### src/core/wdg_defines.svh
// Constants of the digital watchdog: register offset, field positions,
// reset value and timing counts.
// Assumes sys_clk is the internal clock at 25 MHz.
`ifndef WDG_DEFINES_SVH
`define WDG_DEFINES_SVH

// Register map
`define WDG_REG_ADDR     8'hd8
`define WDG_REG_RESET    8'hfe
`define WDG_BIT_ACT      0
`define WDG_BIT_SR       1
`define WDG_CNT_LO       2
`define WDG_CNT_HI       7

// Physical counter after reset, SR as bit 6
`define WDG_CNT_RESET    7'h7f
`define WDG_CNT_SR_EDGE  7'h40

// Timing chain
`define WDG_DIV          12
`define WDG_DIV_LAST     4'hb
`define WDG_PRESCALE     256
`define WDG_PRE_LAST     8'hff
`define WDG_STEP_CYCLES  (`WDG_DIV * `WDG_PRESCALE)
`define WDG_STAB_CYCLES  2048
`define WDG_STAB_LAST    11'h7ff

`endif

### src/core/wdg_pkg.sv
// Types of the digital watchdog: bus carrier, power-control carrier,
// power state.
// Assumes nothing beyond a SystemVerilog compiler.
package wdg_pkg;

  // Register port request
  typedef struct packed {
    logic       wr;
    logic       rd;
    logic [7:0] addr;
    logic [7:0] wdata;
  } regbus_req_s;

  // CPU power-control requests and NMI level
  typedef struct packed {
    logic stopReq;
    logic wakeReq;
    logic nmiLevel;
  } pwr_ctl_s;

  // Bit 1 = stop, bit 0 = wait
  typedef enum logic [1:0] {
    PWR_RUN  = 2'b00,
    PWR_WAIT = 2'b01,
    PWR_STOP = 2'b10
  } pwr_e;

endpackage

### src/core/digital_watchdog_timer.sv
// Digital watchdog: reloadable 7-bit downcounter behind one register,
// chip reset request with stabilisation hold, STOP/WAIT arbitration.
// Assumes all inputs but rst_b synchronous to sys_clk; option straps steady.
`timescale 1ns/1ns
`default_nettype none
`include "wdg_defines.svh"

module digital_watchdog_timer (
  input  wire logic              sys_clk,       // Internal clock, 25 MHz
  input  wire logic              rst_b,         // Async reset, active low
  input  wire wdg_pkg::regbus_req_s busReq,     // Register port request
  input  wire wdg_pkg::pwr_ctl_s pwrCtl,        // STOP, wake, NMI level
  input  wire logic              optHwAct,      // Strap: hardware activation
  input  wire logic              optExtStop,    // Strap: external stop control
  output logic [7:0]             regRdData,     // Read data, cycle after read
  output logic                   chipResetReq,  // Chip reset request
  output logic                   wdgActive,     // Watchdog armed
  output logic                   stopMode,      // CPU in stop, osc halted
  output logic                   waitMode       // CPU in wait
);
  import wdg_pkg::*;

  // ==========================================================
  // State
  typedef struct packed {
    pwr_e        pwr;
    logic [6:0]  cnt;
    logic        active;
    logic [3:0]  div;
    logic [7:0]  pre;
    logic        rstHold;
    logic [10:0] rstCnt;
    logic        optHw;
    logic        optExt;
    logic        optValid;
    logic [7:0]  rdData;
  } wdg_state_s;

  wdg_state_s q;
  wdg_state_s d;

  function automatic logic [5:0] rev6(input logic [5:0] v);
    logic [5:0] r;
    r = 6'h00;
    for (int i = 0; i < 6; i++) begin
      r[i] = v[5-i];
    end
    return r;
  endfunction

  // ==========================================================
  // Next state
  logic run;
  logic tick;
  logic step;
  logic hit;
  logic wrHit;
  logic fire;
  logic actNew;

  always_comb begin
    d      = q;
    hit    = (busReq.addr == `WDG_REG_ADDR);
    wrHit  = busReq.wr && hit;
    run    = (q.pwr != PWR_STOP);
    tick   = 1'b0;
    step   = 1'b0;
    fire   = 1'b0;
    actNew = q.active;

    // Straps caught once after reset release
    if (!q.optValid) begin
      d.optHw    = optHwAct;
      d.optExt   = optExtStop;
      d.optValid = 1'b1;
      d.active   = optHwAct;
    end

    if (q.rstHold) begin
      d.rstCnt = q.rstCnt + 11'h001;
      if (q.rstCnt == `WDG_STAB_LAST) begin
        d.rstHold = 1'b0;
        d.rstCnt  = 11'h000;
      end
    end else if (q.optValid) begin
      // Divide by twelve, then by 256
      if (run) begin
        tick  = (q.div == `WDG_DIV_LAST);
        d.div = tick ? 4'h0 : q.div + 4'h1;
      end
      if (tick) begin
        d.pre = q.pre + 8'h01;
        step  = (q.pre == `WDG_PRE_LAST);
      end
      if (step) begin
        d.cnt = q.cnt - 7'h01;
        // SR falls on leaving 40h: N+1 steps from count N
        fire  = q.active && (q.cnt == `WDG_CNT_SR_EDGE);
      end
      if (wrHit) begin
        // Reload restarts the step: a full step always follows a write
        d.div      = 4'h0;
        d.pre      = 8'h00;
        d.cnt[5:0] = rev6(busReq.wdata[`WDG_CNT_HI:`WDG_CNT_LO]);
        d.cnt[6]   = busReq.wdata[`WDG_BIT_SR];
        actNew     = q.active | q.optHw
                     | busReq.wdata[`WDG_BIT_ACT];
        d.active   = actNew;
        fire       = actNew && !busReq.wdata[`WDG_BIT_SR];
      end
      if (pwrCtl.stopReq && q.pwr == PWR_RUN) begin
        if (!q.active) begin
          d.pwr = PWR_STOP;
        end else if (q.optExt && pwrCtl.nmiLevel) begin
          d.pwr = PWR_STOP;
        end else begin
          d.pwr = PWR_WAIT;
        end
      end
      if (pwrCtl.wakeReq && q.pwr != PWR_RUN) begin
        d.pwr = PWR_RUN;
      end
      if (fire) begin
        d.rstHold = 1'b1;
        d.rstCnt  = 11'h000;
        d.cnt     = `WDG_CNT_RESET;
        d.active  = q.optHw;
        d.pwr     = PWR_RUN;
        d.div     = 4'h0;
        d.pre     = 8'h00;
      end
    end

    // Read port: data only in the cycle after the strobe
    d.rdData = 8'h00;
    if (busReq.rd && hit) begin
      d.rdData = {rev6(q.cnt[5:0]), q.cnt[6], q.active};
    end
  end

  always_ff @(posedge sys_clk or negedge rst_b) begin
    if (!rst_b) begin
      q          <= '0;
      q.pwr      <= PWR_RUN;
      q.cnt      <= `WDG_CNT_RESET;
    end else begin
      q <= d;
    end
  end

  // ==========================================================
  // Outputs
  assign regRdData    = q.rdData;
  assign chipResetReq = q.rstHold;
  assign wdgActive    = q.active;
  assign stopMode     = q.pwr[1];
  assign waitMode     = q.pwr[0];
endmodule
`default_nettype wire

### config.mk
export PLATFORM = sky130hd
export DESIGN_NAME = digital_watchdog_timer
export DESIGN_NICKNAME = d
export VERILOG_FILES = /design/src/core/wdg_pkg.sv /design/src/core/digital_watchdog_timer.sv
export VERILOG_INCLUDE_DIRS = /design/src /design/src/core
export SDC_FILE = /design/constraint.sdc
export NUM_CORES = 1
export LEC_CHECK = 0
export BUFFER_PORTS_ARGS = -buffer_cell sky130_fd_sc_hd__buf_4
export CAP_MARGIN = 20
export CORE_UTILIZATION = 59
export CTS_BUF_LIST = sky130_fd_sc_hd__clkbuf_8
export CTS_CLUSTER_DIAMETER = 60
export DETAILED_ROUTE_END_ITERATION = 8
export PLACE_DENSITY = 0.84
export SYNTH_ARGS = -nofsm -noshare
export SYNTH_HDL_FRONTEND = slang
export SYNTH_SLANG_ARGS = --single-unit
### constraint.sdc
create_clock -name sys_clk -period 2.5 [get_ports sys_clk]
set_input_delay 0 -clock sys_clk [delete_from_list [all_inputs] [get_ports sys_clk]]
set_output_delay 0 -clock sys_clk [all_outputs]
set_load 0.01 [all_outputs]
==> Yosys cells after proc, flatten, opt, wreduce, memory -nomap -nowiden <==
Index checks and enable logic that the tools add are counted.
{ "op_classes": {"n_addsub": 4, "eq_ne": 6, "muxes": 26, "bitwise_logic": 3, "reduce_logical": 21} }
{ "ops": {"columns": ["operator", "n"], "rows": [
  ["34-bit two-way mux", 1],
  ["25-bit two-way mux", 1],
  ["12-bit two-way mux", 2],
  ["20-bit two-way mux", 1],
  ["8-bit == test, second input constant", 2],
  ["8-bit two-way mux", 2],
  ["13-bit two-way mux", 1],
  ["3-bit AND reduction", 4],
  ["3-bit nonzero test", 4],
  ["11-bit by 1-bit adder with 11-bit output, second input constant", 1],
  ["11-bit == test, second input constant", 1],
  ["1-bit two-way mux", 11],
  ["8-bit by 1-bit adder with 8-bit output, second input constant", 1],
  ["2-bit two-way mux", 4],
  ["4-bit two-way mux", 2],
  ["7-bit == test, second input constant", 1],
  ["1-bit logical AND", 7],
  ["7-bit two-way mux", 1],
  ["7-bit by 1-bit subtractor with 7-bit output, second input constant", 1],
  ["2-bit nonzero test", 3],
  ["4-bit by 1-bit adder with 4-bit output, second input constant", 1],
  ["4-bit == test, second input constant", 1],
  ["2-bit zero test", 1],
  ["2-bit != test, second input constant", 1],
  ["4 further kinds", 5]
]} }
{ "word_totals": {"register_bits": 45, "in_bits": 25, "out_inout_bits": 12, "word_cells": 71} }

==> Longest topological paths before layout <==
Gate-level depths: netlist of the first run.
{ "depth": {"depth_word": 14, "ltp_mapped": 8, "mapped_depth_nobuf": 7} }

==> Least setup slack after synthesis of the first run <==
No wires, ideal clock.
{ "synth_timing": {"path_type": "flip-flop to flip-flop", "start": "reg q[31] in the netlist's numbering", "end": "reg q[39] in the netlist's numbering", "setup_ps": 82, "arrival_time_ps": 1859, "t_required_ps": 2418, "path_slack_ps": 559, "stages_incl_launch_ff": 8, "path_buffers": 1, "period_less_slack_ps": 1941, "path_cell_list": "dfrtp_1 ha_1 nand3b_4 or3_4 o31ai_4 buf_6 o211ai_1 a22oi_1"} }
{ "synth_via": {"elab_chain_cells": 13, "elab_cells_between_ends": 14, "cone_classes": "1 x eq/ne; 11 x mux; 2 x reduce/logical"} }
{ "synth_rtl": {"columns": ["element", "line_no", "source"], "rows": [
  ["start: declaration", "digital_watchdog_timer.sv:39", "wdg_state_s q;"],
  ["4-bit == test (no line) *", null, null],
  ["1-bit two-way mux *", "digital_watchdog_timer.sv:87", "if (run) begin"],
  ["1-bit two-way mux *", "digital_watchdog_timer.sv:85", "end else if (q.optValid) begin"],
  ["1-bit two-way mux *", "digital_watchdog_timer.sv:79", "if (q.rstHold) begin"],
  ["1-bit two-way mux *", "digital_watchdog_timer.sv:91", "if (tick) begin"],
  ["1-bit two-way mux *", "digital_watchdog_timer.sv:85", null],
  ["1-bit two-way mux *", "digital_watchdog_timer.sv:79", null],
  ["1-bit two-way mux", "digital_watchdog_timer.sv:95", "if (step) begin"],
  ["1-bit two-way mux", "digital_watchdog_timer.sv:100", "if (wrHit) begin"],
  ["1-bit two-way mux", "digital_watchdog_timer.sv:85", null],
  ["1-bit two-way mux", "digital_watchdog_timer.sv:79", null],
  ["3-bit nonzero test (no line)", null, null],
  ["3-bit AND reduction (no line)", null, null]
]} }
Every way passes the cells marked *; elsewhere a longest branch is shown, timed or not. The select of a mux whose other input is x is not followed.
A chain may end at the register's enable or synchronous reset.

==> Final worst setup path of the first run <==
{ "layout_timing": {"start": "reg q[36] in the netlist's numbering", "end": "reg q[40] in the netlist's numbering"} }
{ "layout_via": {"elab_chain_cells": 8, "elab_cells_between_ends": 12, "cone_classes": "1 x add/sub; 1 x eq/ne; 7 x mux; 3 x reduce/logical"} }
{ "layout_rtl": {"columns": ["element", "line_no", "source"], "rows": [
  ["7-bit == test (no line)", null, null],
  ["1-bit logical AND", "digital_watchdog_timer.sv:98", "fire = q.active && (q.cnt == `WDG_CNT_SR_EDGE);"],
  ["1-bit two-way mux", "digital_watchdog_timer.sv:95", null],
  ["1-bit two-way mux", "digital_watchdog_timer.sv:100", null],
  ["1-bit two-way mux", "digital_watchdog_timer.sv:85", null],
  ["1-bit two-way mux", "digital_watchdog_timer.sv:79", null],
  ["3-bit nonzero test (no line)", null, null],
  ["3-bit AND reduction (no line)", null, null]
]} }
Parallel ways exist; a longest one is shown, timed or not. The select of a mux whose other input is x is not followed.

==> results of run 1 <==
==> synthesized netlist by cell type, drive strengths merged, types with 2 or more instances <==
master | number | area [sq um]
nand2 | 24 | 90.09
and2b | 2 | 18.77
and2 | 9 | 56.30
o211ai | 5 | 37.54
dfstp | 7 | 183.9
inv | 17 | 63.81
o21a | 2 | 15.01
a31oi | 9 | 56.30
o22a | 2 | 17.52
o31ai | 3 | 36.28
nor2 | 12 | 45.04
or3 | 3 | 23.77
dfrtp | 38 | 950.9
nand2b | 5 | 31.28
clkbuf | 4 | 26.27
a22o | 6 | 52.55
o22ai | 2 | 12.51
a31o | 3 | 26.28
buf | 11 | 81.33
mux2i | 2 | 20.02
and3 | 8 | 52.55
nor3 | 12 | 60.06
nand3b | 2 | 27.53
a21o | 2 | 16.27
nor2b | 4 | 25.02
a22oi | 4 | 30.03
ha | 4 | 50.05
nand3 | 12 | 60.06
nand4 | 5 | 31.28
nor3b | 2 | 20.02
o221ai | 2 | 17.52
o21ai | 21 | 105.1
a21oi | 13 | 65.06
==> per-layer routing <==
| metal | up-vias | wire, um |
|---|---|---|
| met2 | 65 | 2507 |
| met3 | 7 | 316 |
| met5 | - | 0 |
| met1 | 1000 | 2192 |
| met4 | 0 | 70 |
| li1 | 1034 | - |
==> registers in the layout, indices dropped and copies added, names as in the netlist <==
register,flops
q,33
regRdData,8
chipResetReq,1
stopMode,1
waitMode,1
wdgActive,1
==> logic make-up (layout without fill, tap and decap cells) <==
kind of cell / count (synthesis) / count (layout) / synth area share, %
adder cells (fa/ha/maj): 4 / 4 / 2.011
flip-flops: 45 / 45 / 45.60
XOR/XNOR: 1 / 1 / 0.3520
AND/OR/NAND/NOR: 105 / 105 / 23.43
other: 1 / 1 / 0.1507
multiplexers: 3 / 3 / 1.257
AO/OA/AOI/OAI: 76 / 76 / 20.31
buffers and inverters: 32 / 69 / 6.888
==> where the power goes <==
group          switching [mW]  internal (mW)  leakage [nW]
sequential             0.0774          0.800         0.531
combinational           0.153          0.161         0.802
clock                   0.265          0.202        0.0447
total                   0.496           1.16          1.38
==> layout make-up <==
| cell class | instances | area (sq um) |
|---|---|---|
| clock buffers | 5 | 68.82 |
| clock inverters | 3 | 25.02 |
| fillers | 309 | 1151 |
| inverters | 17 | 63.81 |
| multi-input cells | 190 | 1182 |
| flip-flops and latches | 45 | 1135 |
| well taps | 50 | 62.56 |
| repair buffers | 44 | 340.3 |
==> worst max path at each step <==
stage	to	slack, ps
3_5_place_dp	q[40]	260
6_report	q[40]	180
2_1_floorplan	q[39]	560
3_3_place_gp	q[34]	380
4_1_cts	q[39]	220
5_1_grt	q[39]	20
==> worst register-to-register path, stage by stage (launching register included) <==
cell and delay, ps:
dfstp_2 390, inv_1 90, ha_1 200, nor3b_2 350
nand4_1 240, o31ai_4 420, buf_4 220, o211ai_1 100
a22oi_1 230
==> flow_metrics.py, run 1 <==
metrics = {
    "synth": {
        "yosys_register_bits": 45,
        "async_reset_ff_share_pct": 100.0,
        "synth_edf_count": 0,
        "synth.distinct_cells": 55,
        "syn_area_per_cell_sq_um": 9.321,
        "yosys_warnings": 0,
        "synthCells": 267,
        "netlist_area_sq_mm": 0.002489,
        "synthFlopType": "dfrtp_1",
        "seq_area_frac_synth_pct": 45.60,
        "syn_nets": 296,
    },
    "worst_setup_path": {
        "path_delay_family": "compound AO/OA/AOI/OAI gates",
        "crit_path_cell_trace": "inv_1 > ha_1 > nor3b_2 > nand4_1 > o31ai_4 > buf_4 > o211ai_1 > a22oi_1",
        "crit_buf_inv": 2,
        "end_kind": "flip-flop",
        "cp.arrival_ps": 2550,
        "crit_start": "q[36]",
        "rrSetupSlack_ps": 180,
        "cpPeakStageDelay_ps": 420,
        "path_depth": 8,
        "rr_worst_depth": 8,
        "crit-reg2reg-launch": "q[36]",
        "cp.required_ps": 2730,
        "start_kind": "flip-flop",
        "worst_r2r_endpoint": "q[40]",
        "crit_type": "flip-flop to flip-flop",
        "cp_max_fo": 10,
        "cpMaxStageDelayCell": "o31ai_4",
    },
    "timing": {
        "tightest_slew_ps": 749.2,
        "finalHoldViolCount": 0,
        "tns_ps": 0,
        "hold_ws_ps": 37.20,
        "max_slew_margin_pct": 49.90,
        "clock_skew_ps": 11.55,
        "rsz0062_at_grt": "no",
        "post-route-period-util_pct": 92.92,
        "layout_setup_ws_ps": 177.1,
        "setup_viol": 0,
        "period_needed_ps": 2323,
        "timing.fmax_mhz": 430.5,
        "slew_viol_final": 0,
    },
    "floorplanning": {
        "die_h_um": 66.95,
        "coreArea_sq_mm": 0.004029,
        "start_util_pct": 61.77,
        "num_rows": 23,
        "ioPinCount": 37,
        "fp.dieW_um": 66.95,
        "design.die.area_sq_mm": 0.004482,
    },
    "placement": {
        "dp_cells": 342,
        "dpl-instance-area_sq_mm": 0.002744,
        "place_ws_ps": 263.8,
        "dp.final_hpwl_um": 3674,
        "globalplace.congestion": 0.8296,
        "io_buffers": 36,
    },
    "layout": {
        "syn2layout_area_growth_pct": 15.64,
        "antenna_cells": 0,
        "drive_above_1_share_pct": 23.03,
        "finalCoreUtilization_pct": 71.43,
        "final_cell_mix": "40 x buf_4, 38 x dfrtp_1, 24 x nand2_1",
        "final_common_cell": "buf_4",
        "num-nets-final": 332,
        "final_cells": 354,
        "finish.instance_area_sq_mm": 0.002878,
    },
    "clock_network": {
        "clkTransAtPathRegs_ps": 90,
        "cts_buffer_depth": 2,
        "cts_resized": 0,
        "cts_tree": "yes",
        "cts_setup_buffers": 0,
        "insertion_delay_ps": 310,
        "cts-root-buf": "clkbuf_8",
        "ctsHoldBuffers": 4,
        "h-tree-depth": 2,
        "clock-sinks": 45,
        "cts_buffers": 5,
    },
    "grt": {
        "antenna_found_initial": 0,
        "grt_usage_pct": 25.37,
        "grt_busiest_layer": "met2",
        "grt_pass1_vias": 1933,
        "met1_usage_pct": 31.69,
        "grtUsageMet2_pct": 42.93,
        "use_met3_pct": 5.651,
        "overflow": 0,
        "grt_pass1_wl_um": 8397,
        "grt_max_degree": 46,
    },
    "routing": {
        "drc": 0,
        "vias_per_cell": 5.949,
        "drtIter0Drc": 193,
        "wl_per_cell_um": 14.37,
        "num_vias": 2106,
        "antenna_left": 0,
        "routed_wirelength_um": 5087,
        "dr.pass1.iters": 4,
    },
    "worst_hold_path": {
        "worstHoldEndpoint": "q[41]",
        "hp-start": "busReq[2]",
        "holdPathStages": 3,
        "hold_path.class": "input pin to flip-flop",
    },
    "run_status": {
        "outcome": "complete, no violations",
    },
    "flow_run": {
        "maxCapViolations": 0,
    },
    "power": {
        "finalPower_mw": 1.659,
        "vdd_drop_max_uv": 414.1,
        "p_leak_nw": 1.378,
        "power.density_mw_per_mm2": 576.5,
    },
}
Power figures use the tool's default switching activity.
==> inputs of run 2 (changes only) <==
ABC_AREA = 1   (was unset)
CORE_UTILIZATION = 60   (was 59)
PLACE_DENSITY = 0.85   (was 0.84)
SETUP_SLACK_MARGIN = 0.2   (was unset)
clock period = 2.3 ns   (was 2.5 ns; I/O delays follow)
==> flow_metrics.py, run 2 <==
metrics = {
    "run_status": {
        "outcome": "complete, no violations",
    },
    "placement": {
        "dp.final_hpwl_um": 3814,
        "io_buffers": 36,
        "dpl-instance-area_sq_mm": 0.002927,
        "dp_cells": 435,
        "globalplace.congestion": 0.8666,
    },
    "synth": {
        "syn_nets": 389,
        "synth_common_cells": "125 x nand2_1, 40 x inv_1, 38 x dfrtp_1, 28 x nand3_1, 26 x nor2_1",
        "yosys.area.top_type_share_pct": 35.38,
        "yosys_warnings": 0,
        "async_reset_ff_share_pct": 100.0,
        "synthCells": 360,
        "netlist_area_sq_mm": 0.002688,
        "syn_area_per_cell_sq_um": 7.465,
        "synth.most_common_cell": "nand2_1",
        "synthFlopType": "dfrtp_1",
        "seq_area_frac_synth_pct": 42.23,
        "synth.distinct_cells": 30,
        "yosys_register_bits": 45,
        "synth_edf_count": 0,
        "netlist.top_cell.by_area": "dfrtp_1",
        "synth.area.top_cells": "dfrtp_1 35%, nand2_1 17%, dfstp_2 6.8%",
    },
    "timing": {
        "timing.fmax_mhz": 557.9,
        "max_slew_margin_pct": 62.70,
        "clock_skew_ps": 4.274,
        "finalHoldViolCount": 0,
        "setup_viol": 0,
        "tns_ps": 0,
        "hold_ws_ps": 18.91,
        "post-route-period-util_pct": 77.93,
        "rsz0062_at_grt": "no",
        "period_needed_ps": 1792,
        "slew_viol_final": 0,
        "tightest_slew_ps": 559.5,
    },
    "layout": {
        "finalCoreUtilization_pct": 73.79,
        "final_common_cell": "nand2_1",
        "regMostFlops": "q",
        "drive_above_1_share_pct": 20.45,
        "num-nets-final": 424,
        "final_cell_mix": "125 x nand2_1, 40 x inv_1, 38 x dfrtp_1",
        "multi_input_area_sq_mm": 0.001282,
        "fillers": 329,
        "syn2layout_area_growth_pct": 13.78,
        "largest_reg_flops": 33,
        "final_cells": 446,
        "antenna_cells": 0,
        "finish.instance_area_sq_mm": 0.003058,
        "seqCellArea_sq_mm": 0.001135,
    },
    "worst_setup_path": {
        "end_kind": "flip-flop",
        "crit_type": "flip-flop to flip-flop",
        "start_kind": "flip-flop",
        "cp.arrival_ps": 1980,
        "cp.required_ps": 2480,
        "cp_max_fo": 11,
    },
    "routing": {
        "wl_per_cell_um": 11.65,
        "vias_per_cell": 5.155,
        "drc": 0,
        "num_vias": 2299,
        "antenna_left": 0,
        "routed_wirelength_um": 5197,
        "dr.pass1.iters": 5,
        "drtIter0Drc": 197,
    },
    "clock_network": {
        "clock-sinks": 45,
        "insertion_delay_ps": 300,
        "h-tree-depth": 2,
        "cts_buffers": 5,
        "cts_tree": "yes",
        "cts_buffer_depth": 2,
        "cts-root-buf": "clkbuf_8",
        "cts_resized": 0,
        "clkTransAtPathRegs_ps": 80,
    },
    "grt": {
        "grt_pass1_wl_um": 8811,
        "grt_max_degree": 46,
        "grt_usage_pct": 25.32,
        "antenna_found_initial": 0,
        "grt_pass1_vias": 2109,
        "overflow": 0,
    },
    "floorplanning": {
        "start_util_pct": 64.86,
        "die_h_um": 68.93,
        "ioPinCount": 37,
        "fp.dieW_um": 68.93,
        "num_rows": 23,
        "coreArea_sq_mm": 0.004144,
        "design.die.area_sq_mm": 0.004751,
    },
    "power": {
        "power.density_mw_per_mm2": 656.7,
        "vdd_drop_max_uv": 447.3,
        "p_leak_nw": 1.568,
    },
    "flow_run": {
        "maxCapViolations": 0,
    },
    "worst_hold_path": {
        "hold_path.class": "input pin to flip-flop",
    },
}
[run 2: cell count changes after synthesis, moves of 10 or more]
cell	delta
a21oi_1	-10
inv_1	+23
nand2_1	+101
nand3_1	+16
nor2_1	+14
[run 2: worst paths after layout]
path                                 from            to  slack, ps  cells after the start
worst min-delay path            busReq[7]         q[36]         20                      5
worst max register to register      q[36]         q[28]        510                      9
max in group asynchronous           rst_b         q[38]       1680                      2
worst max-delay path                q[36]         q[28]        510                      9
worst min register to register      q[36]         q[36]        470                      2
min in group asynchronous           rst_b  regRdData[4]        220                      2
[run 2: area by class of cell]
| cell class | instances | share of cell area [%] |
|---|---|---|
| multi-input combinational | 257 | 41.94 |
| timing repair buffer | 39 | 9.820 |
| clock buffer | 7 | 3.151 |
| inverter | 47 | 5.769 |
| clock inverter | 1 | 0.1637 |
| tap | 50 | 2.046 |
| sequential | 45 | 37.11 |
[run 2: cell families (layout without fill, tap and decap cells)]
group / after synthesis / in the layout / synth area share (%)
other: 1 / 1 / 0.1395
adders and majority gates: 4 / 4 / 1.862
AOI/OAI and AO/OA: 33 / 33 / 7.402
and+or+nand+nor: 211 / 211 / 35.71
buffers and inverters: 58 / 94 / 10.06
xor gates and xnor gates: 8 / 8 / 2.607
DFF: 45 / 45 / 42.23
[run 2: power by group]
group          switching, mW  internal [mW]  total, mW
logic                  0.276          0.210      0.486
registers              0.104          0.885      0.990
clock network          0.261          0.272      0.533
total                  0.641           1.37       2.01
[run 2: worst max-delay path: stages (launching register included)]
cell and delay [ps]:
dfstp_2 370, inv_1 130, ha_1 220, nand3_1 140, nor2_2 150, nand3_2 120
nand2_2 230, inv_1 140, nand3_1 80, o21ai_0 70
[run 2: timing repair]
item	4_1_cts	5_1_grt
hold buffers	3	0
buffers inserted	0	0
hold endpoints to repair	40	0
[run 2: per-layer routing]
metal  up-vias  GRT usage [%]  wire [um]
met2        38          44.78       2649
met3         8          5.099        182
met4         0          9.949         91
met1      1070          29.82       2275
li1       1183              -          -
met5         -              0          0
[run 2: stage by stage]
step | setup slack [ps] | power, mW
after floorplan | 790.2 | 1.330
after global placement | 604.3 | 1.470
after detailed placement | 500.1 | 1.485
after CTS | 500.8 | 2.023
after global routing | 289.9 | 2.133
final | 507.5 | 2.008
